File: config.mk
export PLATFORM = sky130hd
export DESIGN_NAME = rsc_reset_source_controller
export DESIGN_NICKNAME = d
export VERILOG_FILES = /design/src/rsc_sync.v /design/src/rsc_guard_timer.v /design/src/rsc_reset_source_controller.v
export VERILOG_INCLUDE_DIRS = /design/src
export SDC_FILE = /design/constraint.sdc
export NUM_CORES = 1
export LEC_CHECK = 0
export BUFFER_PORTS_ARGS = -buffer_cell sky130_fd_sc_hd__buf_2
export CORE_MARGIN = 5
export CORE_UTILIZATION = 35
export CTS_CLUSTER_DIAMETER = 100
export CTS_CLUSTER_SIZE = 28
export DETAILED_ROUTE_END_ITERATION = 7
export MAX_ROUTING_LAYER = met4
export PLACE_DENSITY = 0.65
export SKIP_CTS_REPAIR_TIMING = 1
export SYNTH_ARGS = -nofsm -noshare
export SYNTH_HDL_FRONTEND = slang
export SYNTH_SLANG_ARGS = --single-unit
File: constraint.sdc
create_clock -name mclk -period 4.5 [get_ports mclk]
set_clock_uncertainty 0.15 [all_clocks]
set_input_delay 0.675 -clock mclk [delete_from_list [all_inputs] [get_ports mclk]]
set_output_delay 0.675 -clock mclk [all_outputs]
set_load 0.01 [all_outputs]
File: src/rsc_consts.vh
// constants of the reset source controller
`ifndef RSC_CONSTS_VH
`define RSC_CONSTS_VH

`define RSC_SUPPLY_CTRL_ADDR 8'hff
`define RSC_CAUSE_ADDR       8'hef

`define RSC_SUP_EN_BIT       7
`define RSC_SUP_LVL_BIT      6

`define RSC_PIN_BIT          0
`define RSC_POR_BIT          1
`define RSC_STALL_BIT        2
`define RSC_GUARD_BIT        3
`define RSC_SW_BIT           4
`define RSC_CMP_BIT          5
`define RSC_MEM_BIT          6

`define RSC_SUP_EN_RST       1'b1
`define RSC_CAUSE_RST        8'h02

`define RSC_CLK_PERIOD_NS    40
`define RSC_HOLD_NS          200
`define RSC_GUARD_DIV        12
`define RSC_GUARD_TICKS      256
`define RSC_CODE_LIMIT       16'h7fff

`endif

File: src/rsc_sync.v
// two-stage synchroniser for asynchronous levels
`timescale 1ns/10ps
`default_nettype none
module rsc_sync #(
    parameter WIDTH = 1,
    parameter [WIDTH-1:0] INIT = {WIDTH{1'b0}}
) (
    input  wire             mclk,
    input  wire             rst_b,
    input  wire [WIDTH-1:0] d,
    output reg  [WIDTH-1:0] q
);
    reg [WIDTH-1:0] meta;

    always @(posedge mclk or negedge rst_b) begin
        if (!rst_b) begin
            meta <= INIT;
            q    <= INIT;
        end else begin
            meta <= d;
            q    <= meta;
        end
    end
endmodule
`default_nettype wire

File: src/rsc_guard_timer.v
// lockup guard timer clocked by core clock / 12
`timescale 1ns/10ps
`default_nettype none
`include "rsc_consts.vh"
module rsc_guard_timer #(
    parameter DIV   = `RSC_GUARD_DIV,
    parameter TICKS = `RSC_GUARD_TICKS
) (
    input  wire mclk,
    input  wire rst_b,
    input  wire restart,
    input  wire service,
    input  wire disable_req,
    output reg  expired
);
    localparam DW = $clog2(DIV);
    localparam TW = $clog2(TICKS + 1);
    localparam DIV_M1  = DIV - 1;
    localparam TICK_M1 = TICKS - 1;
    localparam [DW-1:0] DIV_LAST  = DIV_M1[DW-1:0];
    localparam [TW-1:0] TICK_LAST = TICK_M1[TW-1:0];

    reg [DW-1:0] div_cnt;
    reg [TW-1:0] tick_cnt;
    reg          enabled;
    wire         tick = (div_cnt == DIV_LAST);

    always @(posedge mclk or negedge rst_b) begin
        if (!rst_b) begin
            div_cnt  <= {DW{1'b0}};
            tick_cnt <= {TW{1'b0}};
            enabled  <= 1'b1;
            expired  <= 1'b0;
        end else if (restart) begin
            // every system reset brings the guard back up running
            div_cnt  <= {DW{1'b0}};
            tick_cnt <= {TW{1'b0}};
            enabled  <= 1'b1;
            expired  <= 1'b0;
        end else begin
            expired <= 1'b0;
            div_cnt <= tick ? {DW{1'b0}} : div_cnt + 1'b1;
            if (disable_req) begin
                enabled <= 1'b0;
            end
            if (service || !enabled) begin
                tick_cnt <= {TW{1'b0}};
            end else if (tick) begin
                if (tick_cnt == TICK_LAST) begin
                    expired  <= 1'b1;
                    tick_cnt <= {TW{1'b0}};
                end else begin
                    tick_cnt <= tick_cnt + 1'b1;
                end
            end
        end
    end
endmodule
`default_nettype wire

File: src/rsc_reset_source_controller.v
// reset source collection, cause recording and supply monitor control
`timescale 1ns/10ps
`default_nettype none
`include "rsc_consts.vh"
module rsc_reset_source_controller #(
    parameter [15:0] CODE_LIMIT  = `RSC_CODE_LIMIT,
    parameter        GUARD_TICKS = `RSC_GUARD_TICKS
) (
    input  wire        mclk,
    input  wire        rst_b,
    // special-function register port of the core
    input  wire [7:0]  sfr_addr,
    input  wire [7:0]  sfr_wdata,
    input  wire        sfr_wr,
    input  wire        sfr_rd,
    output reg  [7:0]  sfr_rdata,
    // external reset pin, open drain
    input  wire        rst_pin_in,
    output wire        rst_pin_out,
    output wire        rst_pin_oe_b,
    // analog monitors
    input  wire        supply_level_indicator,
    output wire        supply_monitor_enable,
    input  wire        comparator_out,
    input  wire        clock_missing,
    // lockup guard service from the counter array
    input  wire        guard_service,
    input  wire        guard_disable,
    // code-memory accesses: programmer, table read, fetch
    input  wire [2:0]  code_access,
    input  wire [15:0] code_addr,
    // system reset to the rest of the chip
    output reg         sys_rst_b,
    output wire [7:0]  reset_cause
);
    localparam HOLD_CYC_RAW = (`RSC_HOLD_NS + `RSC_CLK_PERIOD_NS - 1) / `RSC_CLK_PERIOD_NS;
    localparam HOLD_CYC     = (HOLD_CYC_RAW < 2) ? 2 : HOLD_CYC_RAW;
    localparam CW           = $clog2(HOLD_CYC + 1);
    localparam [CW-1:0] HOLD_LOAD = HOLD_CYC[CW-1:0];
    localparam [CW-1:0] CNT_ONE   = {{(CW-1){1'b0}}, 1'b1};

    // synchronised pin and analog levels
    wire [3:0] lvl_sync;
    wire       pin_high;
    wire       supply_above;
    wire       cmp_high;
    wire       stall_seen;

    // reset pin idles high, monitors idle healthy
    rsc_sync #(
        .WIDTH (4),
        .INIT  (4'h7)
    ) u_sync (
        .mclk  (mclk),
        .rst_b (rst_b),
        .d     ({clock_missing, comparator_out, supply_level_indicator, rst_pin_in}),
        .q     (lvl_sync)
    );

    assign pin_high     = lvl_sync[0];
    assign supply_above = lvl_sync[1];
    assign cmp_high     = lvl_sync[2];
    assign stall_seen   = lvl_sync[3];

    // control state
    reg          sup_en;
    reg          vdd_sel;
    reg          stall_en;
    reg          cmp_sel;
    reg  [7:0]   cause;
    reg  [7:0]   cause_acc;
    reg  [CW-1:0] hold_cnt;
    reg          active;
    reg          pin_drive;
    reg  [2:0]   pin_mask;
    reg          sw_force;

    wire         guard_expired;
    wire         wr_cause  = sfr_wr && (sfr_addr == `RSC_CAUSE_ADDR) && !active;
    wire         wr_supply = sfr_wr && (sfr_addr == `RSC_SUPPLY_CTRL_ADDR) && !active;

    // the pin reads low for a few cycles after we stop driving it
    wire         pin_own = pin_drive || (pin_mask != 3'h0);

    wire         src_pin   = !pin_high && !pin_own;
    wire         src_vdd   = sup_en && vdd_sel && !supply_above;
    wire         src_stall = stall_en && stall_seen;
    wire         src_cmp   = cmp_sel && !cmp_high;
    wire         src_mem   = (|code_access) && (code_addr > CODE_LIMIT);

    reg  [7:0]   src;
    wire         any_src;

    always @* begin
        src                 = 8'h00;
        src[`RSC_PIN_BIT]   = src_pin;
        src[`RSC_POR_BIT]   = src_vdd;
        src[`RSC_STALL_BIT] = src_stall;
        src[`RSC_GUARD_BIT] = guard_expired;
        src[`RSC_SW_BIT]    = sw_force;
        src[`RSC_CMP_BIT]   = src_cmp;
        src[`RSC_MEM_BIT]   = src_mem;
    end

    assign any_src = |src;

    rsc_guard_timer #(
        .DIV         (`RSC_GUARD_DIV),
        .TICKS       (GUARD_TICKS)
    ) u_guard (
        .mclk        (mclk),
        .rst_b       (rst_b),
        .restart     (active),
        .service     (guard_service),
        .disable_req (guard_disable),
        .expired     (guard_expired)
    );

    // supply monitor enable survives every reset but power-on
    always @(posedge mclk or negedge rst_b) begin
        if (!rst_b) begin
            sup_en <= `RSC_SUP_EN_RST;
        end else if (wr_supply) begin
            sup_en <= sfr_wdata[`RSC_SUP_EN_BIT];
        end
    end

    assign supply_monitor_enable = sup_en;

    // source selects; writes only reach the enables of bits 1, 2 and 5 and the bit-4 software strobe
    always @(posedge mclk or negedge rst_b) begin
        if (!rst_b) begin
            vdd_sel  <= 1'b0;
            stall_en <= 1'b0;
            cmp_sel  <= 1'b0;
            sw_force <= 1'b0;
        end else begin
            sw_force <= 1'b0;
            if (wr_cause) begin
                vdd_sel  <= sfr_wdata[`RSC_POR_BIT];
                stall_en <= sfr_wdata[`RSC_STALL_BIT];
                cmp_sel  <= sfr_wdata[`RSC_CMP_BIT];
                sw_force <= sfr_wdata[`RSC_SW_BIT];
            end
        end
    end

    // merge sources, stretch, and latch the cause at release
    always @(posedge mclk or negedge rst_b) begin
        if (!rst_b) begin
            hold_cnt  <= HOLD_LOAD;
            active    <= 1'b1;
            cause_acc <= `RSC_CAUSE_RST;
            cause     <= `RSC_CAUSE_RST;
        end else if (any_src) begin
            hold_cnt  <= HOLD_LOAD;
            active    <= 1'b1;
            cause_acc <= cause_acc | src;
        end else if (hold_cnt > CNT_ONE) begin
            hold_cnt  <= hold_cnt - CNT_ONE;
        end else if (active) begin
            hold_cnt  <= {CW{1'b0}};
            active    <= 1'b0;
            // flags not set this time read 0; a power-on mark leaves the rest unqualified
            cause     <= cause_acc;
            cause_acc <= 8'h00;
        end
    end

    // only power-on and supply-monitor resets pull the pin
    always @(posedge mclk or negedge rst_b) begin
        if (!rst_b) begin
            pin_drive <= 1'b1;
            pin_mask  <= 3'h0;
        end else begin
            pin_drive <= (src_vdd || (active && cause_acc[`RSC_POR_BIT])) && !(any_src && !src_vdd
                         && !cause_acc[`RSC_POR_BIT]);
            pin_mask  <= {pin_mask[1:0], pin_drive};
        end
    end

    assign rst_pin_out  = 1'b0;
    assign rst_pin_oe_b = !pin_drive;

    always @(posedge mclk or negedge rst_b) begin
        if (!rst_b) begin
            sys_rst_b <= 1'b0;
        end else begin
            sys_rst_b <= !(any_src || (hold_cnt > CNT_ONE) || (active && hold_cnt != CNT_ONE));
        end
    end

    assign reset_cause = cause;

    // register reads, one cycle after the strobe
    always @(posedge mclk or negedge rst_b) begin
        if (!rst_b) begin
            sfr_rdata <= 8'h00;
        end else if (sfr_rd) begin
            if (sfr_addr == `RSC_SUPPLY_CTRL_ADDR) begin
                sfr_rdata <= {sup_en, supply_above, 6'h00};
            end else if (sfr_addr == `RSC_CAUSE_ADDR) begin
                sfr_rdata <= cause;
            end else begin
                sfr_rdata <= 8'h00;
            end
        end
    end
endmodule
`default_nettype wire

==> flow_metrics.tcl <==
set metrics [dict create \
    slew_violations 0 \
    arrival_ns 2.55 \
    finalPower_w 0.00158 \
    core_area_um2 6760 \
    yosysSeqAreaShare_pct 61.5 \
    synthFlopType "dfrtp_1" \
    rsz0062_at_grt "no" \
    grt_max_degree 36 \
    die_x_um 93.3 \
    tightest_slew_ns 0.845 \
    crit_path_max_fanout 14 \
    max_freq_ghz 0.403 \
    pwr_density_cell_nw_per_um2 532 \
    setup_viol 0 \
    antenna_cells 0 \
    viasPerCell 4.82 \
    die_y_um 93.3 \
    grt_pass1_vias 1632 \
    crit_path_top_delay_cell "nor4b_4" \
    wl_mm 4.52 \
    syn_avg_cell_area_um2 12.6 \
    grt_first_pass_wirelength_mm 7.72 \
    cts_buffers 9 \
    drtAntennaViolNets 0 \
    area_growth_pct 21.9 \
    yosysUniqueCellTypes 44 \
    slew_headroom_pct 43.4 \
    peakVddDrop_v 0.000242 \
    clkTransAtPathRegs_ns 0.07 \
    clk_latency_ns 0.34 \
    synth.area.top_cells "dfrtp_1, dfstp_2, mux2_2" \
    io_buffers 44 \
    async_reset_ff_share_pct 100 \
    cts_sinks 59 \
    drt_iter0_markers 90 \
    dieArea_um2 8700 \
    path_class "flop to flop" \
    cts_tree "built" \
    hpwlAfterDp_mm 3.30 \
    final_area_um2 2960 \
    cap_violations 0 \
    path_cells "ha_1, o21ba_2, nor3_1, nor4b_4, mux2_2" \
    start_util_pct 35.9 \
    firstDrtPassIters 4 \
    ys_top_cells_by_count "dfrtp_1, nor2_1, dfstp_2" \
    endpoint_kind "flop" \
    fill_cells 662 \
    yosysWarningCount 0 \
    drc 0 \
    p_seq_share_pct 45.8 \
    path_buf_inv 0 \
    clockBufferDepth 2 \
    setup-tns-final_ns 0 \
    num_rows 30 \
    critPathTopFamily "simple AND/OR/NAND/NOR gates" \
    ios 65 \
    cp-start-kind "flop" \
    p_int_w 0.00115 \
    nNetsFinal 294 \
    pwr-share-clk_pct 36.2 \
    hold_violations 0 \
    synth.top_cell.area_share_pct 46.4 \
    overflow 0 \
    avgRoutedWirePerCell_um 13.7 \
    antenna_found_initial 0 \
    htreeDepth 3 \
    grt_usage_pct 11.9 \
    drive_above_1_share_pct 38.4 \
    synth_top_cell_by_area "dfrtp_1" \
    leakagePower_nw 1.40 \
    finalWorstSetupSlack_ns 2.02 \
    dpl_cell_area_um2 2720 \
    gp_congestion 0.746 \
    yosysMostFrequentCell "dfrtp_1" \
    vias 1590 \
    critical_path_required_ns 4.57 \
    slowest_delay_ns 0.73 \
    synth_edf_count 0 \
    switching_power_w 0.000425 \
    fin_crit_sh_pct 55.1 \
    clock-root-buffer "clkbuf_8" \
    post-place-ws_ns 1.88 \
    hold_class "primary input to asynchronous set/reset pin" \
    swShare_pct 27.0 \
    synth_cells 193 \
    power_frac_comb_pct 18.0 \
    status "completed" \
    synth-seq-cells 59 \
    netlist_area_um2 2430 \
    fin_crit_ns 2.48 \
]
## worst register-to-register path, delay by kind of cell, from the launching register on
family,cells,cell delay [ns]
adders and majority gates,1,0.16
DFF,1,0.57
muxes,1,0.41
and+or+nand+nor,2,0.88
AOI/OAI and AO/OA,1,0.19
## flip-flops by register name, indices dropped and copies added, names as in the netlist, 3 cells and up
| signal | count |
|---|---|
| cause_acc | 7 |
| hold_cnt | 3 |
| pin_mask | 3 |
| reset_cause | 7 |
| sfr_rdata | 8 |
| u_guard.div_cnt | 4 |
| u_guard.tick_cnt | 9 |
| u_sync.meta | 4 |
| u_sync.q | 4 |
## routing by layer
metal	global-route usage, %	up-vias	part of all wire, %
li1	-	781	-
met1	13.6	755	45
met2	17.9	42	47
met3	5.63	12	6.0
met4	5.01	0	2.1
met5	-	-	0
## worst paths after layout
kind | slack, ns | cells after the start | end | startpoint
max in group asynchronous | 3.16 | 2 | cause_acc[1] | rst_b
max reg2reg | 2.02 | 5 | reset_cause[3] | hold_cnt[0]
min in group mclk | 0.20 | 0 | u_sync.q[3] | u_sync.meta[3]
min | 0.17 | 1 | u_guard.tick_cnt[6] | rst_b
max | 2.02 | 5 | reset_cause[3] | hold_cnt[0]
min reg2reg | 0.20 | 0 | u_sync.q[3] | u_sync.meta[3]
## power groups by stage
stage	clock, W	sequential (W)	combinational (W)
after floorplan	0	0.000717	0.000199
after global placement	0	0.000727	0.000277
after detailed placement	0	0.000733	0.000287
after CTS	0.000583	0.000724	0.000289
after global routing	0.000608	0.000742	0.000319
final	0.000571	0.000721	0.000284
## layout by cell type (no fill, tap or decap), types with 3 or more instances in the layout
cell	n
mux2_2	9
dfstp_2	14
nor2b_1	3
nand4_1	3
nor3_1	6
nand3_1	5
clkbuf_8	9
nor2_1	19
o21ai_0	3
mux2_4	3
and3_1	3
a22o_1	8
nand3b_1	4
dfrtp_1	45
a21oi_1	7
bufinv_16	3
nand2b_1	5
ha_1	4
inv_1	8
nand2_1	8
buf_2	44
a31oi_1	3
## final cells by class
cell class | instances | area [µm²] | share of cell area, %
multi-input combinational | 121 | 866 | 29.2
clock buffer | 9 | 124 | 4.18
inverter | 9 | 33.8 | 1.14
sequential | 59 | 1490 | 50.4
timing repair buffer | 45 | 228 | 7.69
tap | 80 | 100 | 3.38
clock inverter | 7 | 116 | 3.93
## metrics by stage
step	hold slack (ns)	std cells	utilization, %
after floorplan	0.181	194	-
after global placement	0.185	314	40.3
after detailed placement	0.190	314	40.3
after CTS	0.183	330	43.8
after global routing	0.202	330	43.8
final	0.171	330	43.8
## cell families (layout without fill, tap and decap cells)
| logic type | after synthesis | in the layout | share of synthesized area (%) |
|---|---|---|---|
| AO/OA/AOI/OAI | 33 | 33 | 10.5 |
| XOR/XNOR | 2 | 2 | 0.721 |
| adder cells (fa/ha/maj) | 4 | 4 | 2.06 |
| buffers and inverters | 14 | 70 | 2.99 |
| flip-flops | 59 | 59 | 61.5 |
| multiplexers | 13 | 13 | 6.44 |
| other | 1 | 2 | 0.154 |
| AND/OR/NAND/NOR | 67 | 67 | 15.7 |
Note: power is estimated with default switching activity, not from simulation.
